[src/shared/ppg_pkg.sv]
`default_nettype none
package ppg_pkg;
  // Register indices on the plain register port.
  localparam logic [3:0] ADDR_LOWER_CTRL  = 4'h0;
  localparam logic [3:0] ADDR_UPPER_CTRL  = 4'h1;
  localparam logic [3:0] ADDR_PERIOD_LO   = 4'h2;
  localparam logic [3:0] ADDR_PERIOD_HI   = 4'h3;
  localparam logic [3:0] ADDR_WIDTH_LO    = 4'h4;
  localparam logic [3:0] ADDR_WIDTH_HI    = 4'h5;
  localparam logic [3:0] ADDR_IRQ_STATUS  = 4'h6;
  localparam logic [3:0] ADDR_IRQ_MASK    = 4'h7;
  localparam logic [3:0] ADDR_COUNT_LO    = 4'h8;
  localparam logic [3:0] ADDR_COUNT_HI    = 4'h9;
  // Field positions in the upper control register.
  localparam int UC_RUN_POS      = 3;
  localparam int UC_INIT_POS     = 7;
  // Field positions in the lower control register.
  localparam int LC_SRC_LSB      = 4;
  localparam int LC_MODE_LSB     = 0;
  // Values after reset.
  localparam logic [7:0]  CTRL_RST   = 8'h00;
  localparam logic [15:0] REG16_RST  = 16'hFFFF;
  localparam logic [7:0]  MASK_RST   = 8'h00;
  // Source select codes in lower control bits 6:4.
  localparam logic [2:0] SRC_DIV2K  = 3'h0;
  localparam logic [2:0] SRC_DIV128 = 3'h1;
  localparam logic [2:0] SRC_DIV32  = 3'h2;
  localparam logic [2:0] SRC_DIV8   = 3'h3;
  localparam logic [2:0] SRC_EXT    = 3'h4;
  // Prescaler divide ratios for each internal source; the terminal count is one less.
  localparam int DIV_2K  = 2048;
  localparam int DIV_128 = 128;
  localparam int DIV_32  = 32;
  localparam int DIV_8   = 8;
  localparam int PRESC_W = 11;
  // Interrupt status bit.
  localparam int IRQ_PERIOD_POS = 0;
endpackage : ppg_pkg
`default_nettype wire

[src/core/ppg_pulse_gen.sv]
`default_nettype none
// Functional notes
// [RL1] Two byte counters form one 16-bit counter.
// [RL2] Count source: divided clock or external input.
// [RL3] Width match toggles flop, counting continues.
// [RL4] Period match toggles, clears count, raises interrupt.
// [RL5] Initial-level bit loads the toggle flop.
// [RL6] Reset clears the toggle flop.
// [RL7] Output pin is the inverted flop.
// [RL8] Software writes low byte, then high.
// [RL9] Compare registers unbuffered; avoid changes while running.
// [RL10] Stopping holds the output level.
// [RL11] Software stops first, then writes level.
// [RL12] Software sets port latch before use.
// [RL13] Upper control bit 3 runs the counter.
// [RL14] Upper control bit 7 is initial level.
// [RL15] Example control values select source and mode.
// [RL16] Counting begins when run bit written one.
// [RL17] External source counts falling input edges.
// [RL18] Full 16-bit compare on every count.
module ppg_pulse_gen #(
  parameter int CW = 16
) (
  input  wire logic       mclk,
  input  wire logic       rst,
  input  wire logic [3:0] addr,
  input  wire logic [7:0] wdata,
  input  wire logic       wr,
  input  wire logic       rd,
  output logic      [7:0] rdata,
  input  wire logic       external_count_input,
  output logic            pulse_output_pin,
  output logic            period_match_irq
);
  logic [7:0]    lower_timer_control_reg;
  logic [7:0]    lower_timer_control_next;
  logic [7:0]    upper_timer_control_reg;
  logic [7:0]    upper_timer_control_next;
  logic [CW-1:0] period_reg;
  logic [CW-1:0] period_next;
  logic [CW-1:0] width_reg;
  logic [CW-1:0] width_next;
  logic [7:0]    irq_status_reg;
  logic [7:0]    irq_status_next;
  logic [7:0]    irq_mask_reg;
  logic [7:0]    irq_mask_next;
  logic [7:0]    rdata_reg;
  logic [7:0]    rdata_next;
  logic [CW-1:0] count_reg;
  logic [CW-1:0] count_next;
  logic          pulse_toggle_flop_reg;
  logic          pulse_toggle_flop_next;
  logic          ext_meta_reg;
  logic          ext_sync_reg;
  logic          ext_prev_reg;
  logic          run_bit;
  logic          initial_level_bit;
  logic [2:0]    src_sel;
  logic          pres_tick;
  logic          ext_fall;
  logic          count_en;
  logic          width_hit;
  logic          period_hit;
  logic          period_event;

  // Write decode used by every register group.
  function automatic logic wr_at(input logic [3:0] a, input logic [3:0] target, input logic w);
    wr_at = w && (a == target);
  endfunction

  //////////////////////////////////////////////////////////////////////////////
  // Control field extraction.
  always_comb begin
    run_bit           = upper_timer_control_reg[ppg_pkg::UC_RUN_POS];       // [RL13] [RL16]
    initial_level_bit = upper_timer_control_reg[ppg_pkg::UC_INIT_POS];      // [RL14]
    src_sel           = lower_timer_control_reg[ppg_pkg::LC_SRC_LSB +: 3];  // [RL15] 33H gives divide-by-8.
  end

  // Internal divided clock; held in reset while stopped so a start is clean.
  ppg_prescaler #(
    .W(ppg_pkg::PRESC_W)
  ) u_presc (
    .mclk (mclk),
    .rst  (rst),
    .clr  (!run_bit),
    .sel  (src_sel),
    .tick (pres_tick)
  );

  //////////////////////////////////////////////////////////////////////////////
  // External pin passes two flops before the falling-edge detector sees it.
  always_ff @(posedge mclk or posedge rst) begin
    if (rst) begin
      ext_meta_reg <= 1'b1;
      ext_sync_reg <= 1'b1;
      ext_prev_reg <= 1'b1;
    end else begin
      ext_meta_reg <= external_count_input;
      ext_sync_reg <= ext_meta_reg;
      ext_prev_reg <= ext_sync_reg;
    end
  end

  // Count enable selection between prescaler and external falling edges.
  always_comb begin
    ext_fall = ext_prev_reg && !ext_sync_reg;                               // [RL17]
    if (src_sel == ppg_pkg::SRC_EXT) begin
      count_en = run_bit && ext_fall;                                        // [RL2]
    end else begin
      count_en = run_bit && pres_tick;                                       // [RL2]
    end
  end

  //////////////////////////////////////////////////////////////////////////////
  // Counter and toggle flop. Compares are against the live registers, since
  // they are unbuffered in this mode; a rewrite mid-run can skip a match.
  always_comb begin
    width_hit    = (count_reg == width_reg);                                 // [RL18] [RL9]
    period_hit   = (count_reg == period_reg);                                // [RL18] [RL9]
    period_event = count_en && period_hit;
    count_next   = count_reg;
    pulse_toggle_flop_next = pulse_toggle_flop_reg;
    if (count_en) begin
      if (period_hit) begin
        count_next             = '0;                                         // [RL4]
        pulse_toggle_flop_next = !pulse_toggle_flop_reg;                     // [RL4]
      end else begin
        count_next = count_reg + CW'(1);                                     // [RL1]
        if (width_hit) begin
          pulse_toggle_flop_next = !pulse_toggle_flop_reg;                   // [RL3]
        end
      end
    end else if (wr_at(addr, ppg_pkg::ADDR_UPPER_CTRL, wr) && !run_bit) begin
      // Level is loaded only while stopped, so stopping alone keeps the pin.
      pulse_toggle_flop_next = wdata[ppg_pkg::UC_INIT_POS];                  // [RL5] [RL10] [RL11]
    end
    if (!run_bit && wr_at(addr, ppg_pkg::ADDR_UPPER_CTRL, wr) && wdata[ppg_pkg::UC_RUN_POS]) begin
      count_next = '0;                                                       // [RL16]
    end
  end

  // Counter and flop registers.
  always_ff @(posedge mclk or posedge rst) begin
    if (rst) begin
      count_reg             <= '0;
      pulse_toggle_flop_reg <= 1'b0;                                         // [RL6]
    end else begin
      count_reg             <= count_next;
      pulse_toggle_flop_reg <= pulse_toggle_flop_next;
    end
  end

  // The pin always shows the inverse of the flop.
  assign pulse_output_pin = !pulse_toggle_flop_reg;                          // [RL7] [RL12]

  //////////////////////////////////////////////////////////////////////////////
  // Register writes; byte halves land directly, software keeps low-then-high.
  always_comb begin
    lower_timer_control_next = lower_timer_control_reg;
    upper_timer_control_next = upper_timer_control_reg;
    period_next              = period_reg;
    width_next               = width_reg;
    irq_mask_next            = irq_mask_reg;
    if (wr_at(addr, ppg_pkg::ADDR_LOWER_CTRL, wr)) begin
      lower_timer_control_next = wdata;                                      // [RL15]
    end
    if (wr_at(addr, ppg_pkg::ADDR_UPPER_CTRL, wr)) begin
      upper_timer_control_next = wdata;                                      // [RL13] [RL15]
    end
    if (wr_at(addr, ppg_pkg::ADDR_PERIOD_LO, wr)) begin
      period_next[7:0] = wdata;                                              // [RL8]
    end
    if (wr_at(addr, ppg_pkg::ADDR_PERIOD_HI, wr)) begin
      period_next[15:8] = wdata;                                             // [RL8]
    end
    if (wr_at(addr, ppg_pkg::ADDR_WIDTH_LO, wr)) begin
      width_next[7:0] = wdata;                                               // [RL8]
    end
    if (wr_at(addr, ppg_pkg::ADDR_WIDTH_HI, wr)) begin
      width_next[15:8] = wdata;                                              // [RL8]
    end
    if (wr_at(addr, ppg_pkg::ADDR_IRQ_MASK, wr)) begin
      irq_mask_next = wdata;
    end
  end

  // Sticky status: write one clears, but a same-cycle event wins.
  always_comb begin
    irq_status_next = irq_status_reg;
    if (wr_at(addr, ppg_pkg::ADDR_IRQ_STATUS, wr)) begin
      irq_status_next = irq_status_reg & ~wdata;
    end
    if (period_event) begin
      irq_status_next[ppg_pkg::IRQ_PERIOD_POS] = 1'b1;                       // [RL4]
    end
  end

  // Read mux; unmapped addresses read zero.
  always_comb begin
    rdata_next = 8'h00;
    if (rd) begin
      case (addr)
        ppg_pkg::ADDR_LOWER_CTRL: rdata_next = lower_timer_control_reg;
        ppg_pkg::ADDR_UPPER_CTRL: rdata_next = upper_timer_control_reg;
        ppg_pkg::ADDR_PERIOD_LO:  rdata_next = period_reg[7:0];
        ppg_pkg::ADDR_PERIOD_HI:  rdata_next = period_reg[15:8];
        ppg_pkg::ADDR_WIDTH_LO:   rdata_next = width_reg[7:0];
        ppg_pkg::ADDR_WIDTH_HI:   rdata_next = width_reg[15:8];
        ppg_pkg::ADDR_IRQ_STATUS: rdata_next = irq_status_reg;
        ppg_pkg::ADDR_IRQ_MASK:   rdata_next = irq_mask_reg;
        ppg_pkg::ADDR_COUNT_LO:   rdata_next = count_reg[7:0];
        ppg_pkg::ADDR_COUNT_HI:   rdata_next = count_reg[15:8];
        default:                  rdata_next = 8'h00;
      endcase
    end
  end

  // Register file storage.
  always_ff @(posedge mclk or posedge rst) begin
    if (rst) begin
      lower_timer_control_reg <= ppg_pkg::CTRL_RST;
      upper_timer_control_reg <= ppg_pkg::CTRL_RST;
      period_reg              <= ppg_pkg::REG16_RST;
      width_reg               <= ppg_pkg::REG16_RST;
      irq_status_reg          <= 8'h00;
      irq_mask_reg            <= ppg_pkg::MASK_RST;
      rdata_reg               <= 8'h00;
    end else begin
      lower_timer_control_reg <= lower_timer_control_next;
      upper_timer_control_reg <= upper_timer_control_next;
      period_reg              <= period_next;
      width_reg               <= width_next;
      irq_status_reg          <= irq_status_next;
      irq_mask_reg            <= irq_mask_next;
      rdata_reg               <= rdata_next;
    end
  end

  assign rdata            = rdata_reg;
  assign period_match_irq = |(irq_status_reg & irq_mask_reg);                // [RL4]
endmodule : ppg_pulse_gen
`default_nettype wire

[src/core/ppg_prescaler.sv]
`default_nettype none
// Prescaler, held at zero while clr is high, that emits one-cycle enable pulses at selected rates.
module ppg_prescaler #(
  parameter int W = ppg_pkg::PRESC_W
) (
  input  wire logic       mclk,
  input  wire logic       rst,
  input  wire logic       clr,
  input  wire logic [2:0] sel,
  output logic            tick
);
  logic [W-1:0] cnt_reg;
  logic [W-1:0] cnt_next;
  logic [W-1:0] last;

  //////////////////////////////////////////////////////////////////////////////
  // Terminal count for the chosen divider; external select never ticks here.
  always_comb begin
    case (sel)
      ppg_pkg::SRC_DIV2K:  last = W'(ppg_pkg::DIV_2K - 1);
      ppg_pkg::SRC_DIV128: last = W'(ppg_pkg::DIV_128 - 1);
      ppg_pkg::SRC_DIV32:  last = W'(ppg_pkg::DIV_32 - 1);
      ppg_pkg::SRC_DIV8:   last = W'(ppg_pkg::DIV_8 - 1);
      default:             last = '1;
    endcase
    if (clr || cnt_reg >= last) begin
      cnt_next = '0;
    end else begin
      cnt_next = cnt_reg + W'(1);
    end
    tick = !clr && (cnt_reg == last) && (sel != ppg_pkg::SRC_EXT);
  end

  // Counter register.
  always_ff @(posedge mclk or posedge rst) begin
    if (rst) begin
      cnt_reg <= '0;
    end else begin
      cnt_reg <= cnt_next;
    end
  end
endmodule : ppg_prescaler
`default_nettype wire

[config.mk]
export PLATFORM = sky130hd
export DESIGN_NAME = ppg_pulse_gen
export DESIGN_NICKNAME = d
export VERILOG_FILES = /design/src/shared/ppg_pkg.sv /design/src/core/ppg_pulse_gen.sv /design/src/core/ppg_prescaler.sv
export SDC_FILE = /design/constraint.sdc
export NUM_CORES = 1
export LEC_CHECK = 0
export ABC_AREA = 1
export BUFFER_PORTS_ARGS = -buffer_cell sky130_fd_sc_hd__buf_2
export CORE_MARGIN = 10
export CORE_UTILIZATION = 25
export CTS_CLUSTER_DIAMETER = 200
export DETAILED_ROUTE_END_ITERATION = 6
export GPL_TIMING_DRIVEN = 0
export PLACE_DENSITY = 0.41
export SETUP_SLACK_MARGIN = 0.4
export SYNTH_ARGS = -nofsm -noshare
export SYNTH_HDL_FRONTEND = slang
export SYNTH_SLANG_ARGS = --single-unit
[constraint.sdc]
create_clock -name mclk -period 4.22 [get_ports mclk]
set_clock_uncertainty 0.1 [all_clocks]
set_input_delay 1.266 -clock mclk [delete_from_list [all_inputs] [get_ports mclk]]
set_output_delay 1.266 -clock mclk [all_outputs]
set_load 0.03 [all_outputs]
==> results of run 1 <==
[final timing paths]
check                                                       start                           end  cells past startpoint
max                                   irq_mask_reg[0]$_DFFE_PP0P_              period_match_irq                      5
min                                        ext_meta_reg$_DFF_PP1_        ext_sync_reg$_DFF_PP1_                      0
max reg2reg                lower_timer_control_reg[5]$_DFFE_PP0P_      count_reg[2]$_DFFE_PP0P_                     10
min reg2reg                                ext_meta_reg$_DFF_PP1_        ext_sync_reg$_DFF_PP1_                      0
max in group asynchronous                                     rst     period_reg[3]$_DFFE_PP1P_                      4
min in group asynchronous                                     rst  u_presc.cnt_reg[5]$_DFF_PP0_                      2
[cell type report]
cell class	instances	area, um2	area share [%]
flip-flops and latches	103	2620	40.0
clock buffers	10	239	3.65
well taps	285	357	5.44
repair buffers	25	155	2.37
multi-input cells	549	2610	39.8
plain buffers	17	90.1	1.37
clock inverters	6	104	1.58
inverters	100	379	5.78
[cell families (layout without fill, tap and decap cells)]
kind of cell	after synthesis	after routing
buf+inv	117	158
xor+xnor	14	14
flops	103	103
fa+ha+maj	10	10
compound gates	129	129
simple gates	396	396
[power by group]
| group | switching, mW | internal [mW] | leakage [nW] |
|---|---|---|---|
| clock | 0.413 | 0.547 | 0.164 |
| sequential | 0.133 | 1.19 | 1.26 |
| combinational | 0.384 | 0.194 | 1.71 |
| total | 0.931 | 1.93 | 3.13 |
[critical path, stage by stage, from the launching register on]
cell and delay [ns]:
dfrtp_1 0.39, inv_1 0.08, o22ai_1 0.09, a221oi_1 0.44
o211ai_1 0.18, buf_2 0.22
[layout by cell type, fill, tap and decap left out, types with 2 or more instances in the layout]
| cell type | n |
|---|---|
| nand2_1 | 255 |
| inv_1 | 95 |
| o21ai_0 | 81 |
| dfrtp_1 | 68 |
| nor2_1 | 63 |
| dfstp_2 | 35 |
| buf_2 | 28 |
| nand4_1 | 24 |
| nand3_1 | 24 |
| a21oi_1 | 22 |
| o22ai_1 | 21 |
| nor3_1 | 14 |
| xor2_1 | 13 |
| ha_1 | 10 |
| clkbuf_16 | 9 |
| clkbuf_1 | 7 |
| inv_2 | 4 |
| nand2_4 | 3 |
| nor2_2 | 3 |
| nor3_2 | 2 |
| buf_6 | 2 |
| nor3b_1 | 2 |
| nand3b_1 | 2 |
| clkinvlp_4 | 2 |
| bufinv_16 | 2 |
| buf_12 | 2 |
[layer usage]
layer / vias to the layer above / part of all wire [%] / track usage [%] / wire (um)
met1: 2341 / 49 / 17.5 / 9010
li1: 2560 / - / - / -
met5: - / 0 / 0 / 0
met3: 10 / 3.7 / 2.35 / 680
met4: 0 / 0.69 / 2.87 / 127
met2: 88 / 47 / 21.2 / 8670
==> results.toml, run 1 <==
[outcome]
status = "complete, no violations"

[placement]
place_hpwl_um = 14300
placed_area_um2 = 6210
gp_congestion = 0.822
port_buffers = 23
pre_cts_slack_ns = 0.875
placed_cells = 1079

[synthesis]
netlist_area_um2 = 5700
synth-compound-area-share_pct = 12.1
seq_area_frac_synth_pct = 46.0
synth_common_cells = "255 x nand2_1, 96 x inv_1, 81 x o21ai_0"
synth.largest_area_cell = "dfrtp_1"
avgSynthCellArea_um2 = 7.41
synthMuxAreaShare_pct = 0
ys_ff_latch = 103
syn_nets = 796
synthDistinctLibCells = 35
synth_xor_area_share_pct = 2.15
synth_top_family_by_area = "simple AND/OR/NAND/NOR gates"
yosysWarnings = 0
yosys-top-cells-area = "dfrtp_1 30%, nand2_1 17%, dfstp_2 16%"
synth_cells = 769
synth_edf_count = 0
synth_simple_gate_area_share_pct = 29.4
synthFlopType = "dfrtp_1"
async_reset_ff_share_pct = 100
synth_fa_ha_area_share_pct = 2.20
synth.most_common_cell = "nand2_1"
synth_top_area_share_pct = 29.9

[die]
initial_core_util_pct = 25.3
dieWidth_um = 171
design.core.area_um2 = 22500
die_h_um = 171
ioPinCount = 27
die_area_um2 = 29200
rows = 55

[global_route]
grt_pass1_wl_um = 28900
grt_max_degree = 40
first_global_vias = 4869
antenna_found_initial = 0
grt_use_total_pct = 13.0
grt-ovfl-total = 0

[final_layout]
fin_cells = 1095
syn2layout_area_growth_pct = 15.1
final_design_area_no_fill_um2 = 6560
final_core_util_pct = 29.1
fin_nets = 832
n_antenna_cell = 0
nFillCells = 2426
drive_gt1_share_pct = 12.6

[detailed_routing]
wl_per_cell_um = 16.9
drc = 0
drt_wl_total_um = 18500
drt-pass1-iter-count = 7
drt-initial-drc-count = 289
vias_per_cell = 4.57
vias = 4999
ant_nets = 0

[clock_network]
cts_buffers = 9
cts_tree = "yes"
insertion_delay_ns = 0.36
cts_sinks = 103
h-tree-depth = 3
clockBufferDepth = 2
cts_hold_buf = 0
clkSlewWorstSetupHoldPaths_ns = 0.08
cts-root-buf = "clkbuf_16"
cts_resized = 0
post_cts_buffers = 0

[pwr]
power.leakage_nw = 3.13
power_density_nw_per_um2 = 436
fin_total_pwr_mw = 2.86
irDropWorstVdd_v = 0.000180

[sta]
worstMarginPinSlew_ns = 0.745
slew_headroom_pct = 50.1
rsz0062_at_grt = "no"
fin_crit_sh_pct = 74.0
fin_crit_ns = 3.12
setup_slack_ns = 1.10
timing.fmax_ghz = 0.320
drv_slew = 0
tns_ns = 0
hold_viol = 0
finalSetupViolCount = 0
hold_ws_ns = 0.258

[setup_path]
path_max_fanout = 2
arrival_ns = 1.75
start_kind = "register"
rrSetupSlack_ns = 1.51
critPathKind = "reg2out"
cp-end-kind = "output port"
required_ns = 2.85

[worst_hold_path]
min_path_type = "reg2reg"

[run]
drv_cap = 0
No activity file was read; power rests on OpenSTA's default activity.
==> run 2, diff against run 1 <==
--- a/config.mk
+++ b/config.mk
@@ -12,7 +12,7 @@
 export CTS_CLUSTER_DIAMETER = 200
 export DETAILED_ROUTE_END_ITERATION = 6
 export GPL_TIMING_DRIVEN = 0
-export PLACE_DENSITY = 0.41
+export PLACE_DENSITY = 0.43
 export SETUP_SLACK_MARGIN = 0.4
 export SYNTH_ARGS = -nofsm -noshare
 export SYNTH_HDL_FRONTEND = slang
==> constraint.sdc (replaced) <==
create_clock -name mclk -period 2.6 [get_ports mclk]
set_clock_uncertainty 0.1 [all_clocks]
set_input_delay 0.78 -clock mclk [delete_from_list [all_inputs] [get_ports mclk]]
set_output_delay 0.78 -clock mclk [all_outputs]
set_load 0.03 [all_outputs]
==> run 2 against run 1 <==
Net effect: wire length is 4.0% higher; critical path depth stayed put; via count up 2.6%; clock-buffer cell count decreased by 1; setup slack got worse by 0.89 ns; first-iteration DRC count decreased by 11%; sequential power is 64% higher.
==> results.toml, run 2 (synthesized netlist as in run 1, its figures left out) <==
[clock_network]
clockBufferDepth = 2
cts_hold_buf = 0
cts_buffers = 9
insertion_delay_ns = 0.37
clkSlewWorstSetupHoldPaths_ns = 0.08
cts-root-buf = "clkbuf_16"
cts_sinks = 103
cts_tree = "yes"
h-tree-depth = 3

[setup_path]
arrival_ns = 1.51
timing.rr.start = "lower_timer_control_reg[4]$_DFFE_PP0P_"
start_kind = "register"
rr_worst_depth = 11
critPathKind = "reg2out"
cp-end-kind = "output port"
r2r_end = "count_reg[0]$_DFFE_PP0P_"
rrSetupSlack_ns = 0.40
required_ns = 1.72
path_max_fanout = 2

[global_route]
met2_usage_pct = 20.8
grt_pass1_wl_um = 28900
grt-ovfl-total = 0
grt_use_total_pct = 13.1
first_global_vias = 4887
grtUsageMet1_pct = 17.3
grt_max_degree = 39
top_usage_layer = "met2"
antenna_found_initial = 0
grtUsageMet3_pct = 2.97

[detailed_routing]
drt_wl_total_um = 19200
drc = 0
drt-initial-drc-count = 256
wl_per_cell_um = 17.3
vias = 5130
vias_per_cell = 4.61
drt-pass1-iter-count = 5
ant_nets = 0

[pwr]
irDropWorstVdd_v = 0.000296
power.leakage_nw = 3.25
power_density_nw_per_um2 = 674

[sta]
hold_viol = 0
drv_slew = 0
finalSetupViolCount = 0
timing.fmax_ghz = 0.418
setup_slack_ns = 0.210
hold_ws_ns = 0.261
worstMarginPinSlew_ns = 0.792
rsz0062_at_grt = "yes"
fin_crit_sh_pct = 91.9
slew_headroom_pct = 47.1
fin_crit_ns = 2.39

[final_layout]
nFillCells = 2416
final_cell_mix = "249 x nand2_1, 88 x inv_1, 71 x o21ai_0"
drive_gt1_share_pct = 19.8
layout.cells.most_common = "nand2_1"
n_antenna_cell = 0
fin_nets = 850
syn2layout_area_growth_pct = 22.8

[placement]
pre_cts_slack_ns = -0.274
place_hpwl_um = 14100
gp_congestion = 0.867
port_buffers = 23

[die]
design.core.area_um2 = 22500
initial_core_util_pct = 25.3
dieWidth_um = 171
ioPinCount = 27
rows = 55
die_area_um2 = 29200
die_h_um = 171

[worst_hold_path]
min_from = "ext_meta_reg$_DFF_PP1_"
hold_depth = 0
min_path_type = "reg2reg"
min_to = "ext_sync_reg$_DFF_PP1_"

[run]
drv_cap = 0

[outcome]
status = "complete, no violations"
-- run 2: cell count changes in the layout (fill, tap and decap cells not counted), moves of 6 or more --
cell / before / now
buf_4: 1 / 16
inv_1: 95 / 88
inv_2: 4 / 10
nand2_1: 255 / 249
nand3_1: 24 / 15
nand3_2: 0 / 7
o21ai_0: 81 / 71
o21ai_1: 0 / 9
-- run 2: cell type report --
cell class | instances | area [um2] | share of cell area [%]
plain buffers | 17 | 105 | 1.50
clock buffers | 9 | 225 | 3.22
clock inverters | 7 | 75.1 | 1.07
inverters | 100 | 382 | 5.45
multi-input cells | 549 | 2900 | 41.5
flip-flops and latches | 103 | 2620 | 37.5
well taps | 285 | 357 | 5.09
repair buffers | 43 | 328 | 4.68
-- run 2: through the flow --
step	TNS [ns]	utilization (%)	area, um2	total power, mW	instances
floorplan	0	-	5700	2.78	769
global placement	-31.49	27.4	6170	3.11	1077
detailed placement	-3.71	27.6	6210	3.12	1079
CTS	0	29.5	6640	4.63	1099
global route	0	31.1	7000	5.01	1113
finish	0	31.1	7000	4.72	1113
-- run 2: per-layer routing --
metal	part of all wire, %	vias to the layer above
met3	3.3	20
li1	-	2593
met4	1.7	0
met5	0	-
met1	48	2442
met2	47	75
-- run 2: how the worst max path moves through the flow --
stage | start | endpoint | slack, ns | cells after the start
finish | irq_mask_reg[1]$_DFFE_PP0P_ | period_match_irq | 0.21 | 5
global route | irq_mask_reg[1]$_DFFE_PP0P_ | period_match_irq | 0.14 | 5
CTS | irq_mask_reg[1]$_DFFE_PP0P_ | period_match_irq | 0.17 | 5
detailed placement | addr[2] | period_reg[9]$_DFFE_PP1P_ | -0.27 | 7
global placement | rst | upper_timer_control_reg[1]$_DFFE_PP0P_ | -0.41 | 2
floorplan | addr[2] | count_reg[5]$_DFFE_PP0P_ | 0.48 | 9
-- run 2: report_power, final --
part	switching (mW)	internal (mW)	total, mW
combinational	0.713	0.430	1.14
sequential	0.235	1.93	2.17
clock	0.727	0.680	1.41
-- run 2: worst max-delay path: stages (launching register included) --
cell      delay [ns]
dfrtp_1         0.39
inv_2           0.08
o22ai_4         0.08
a221oi_4        0.24
o211ai_1        0.15
buf_4           0.19
-- run 2: what timing repair did --
action,4_1_cts,5_1_grt
hold endpoints to repair,0,0
buffers inserted,4,11
resized for setup,26,58
setup endpoints to repair,48,56
gates cloned,0,3
pin swaps,6,22
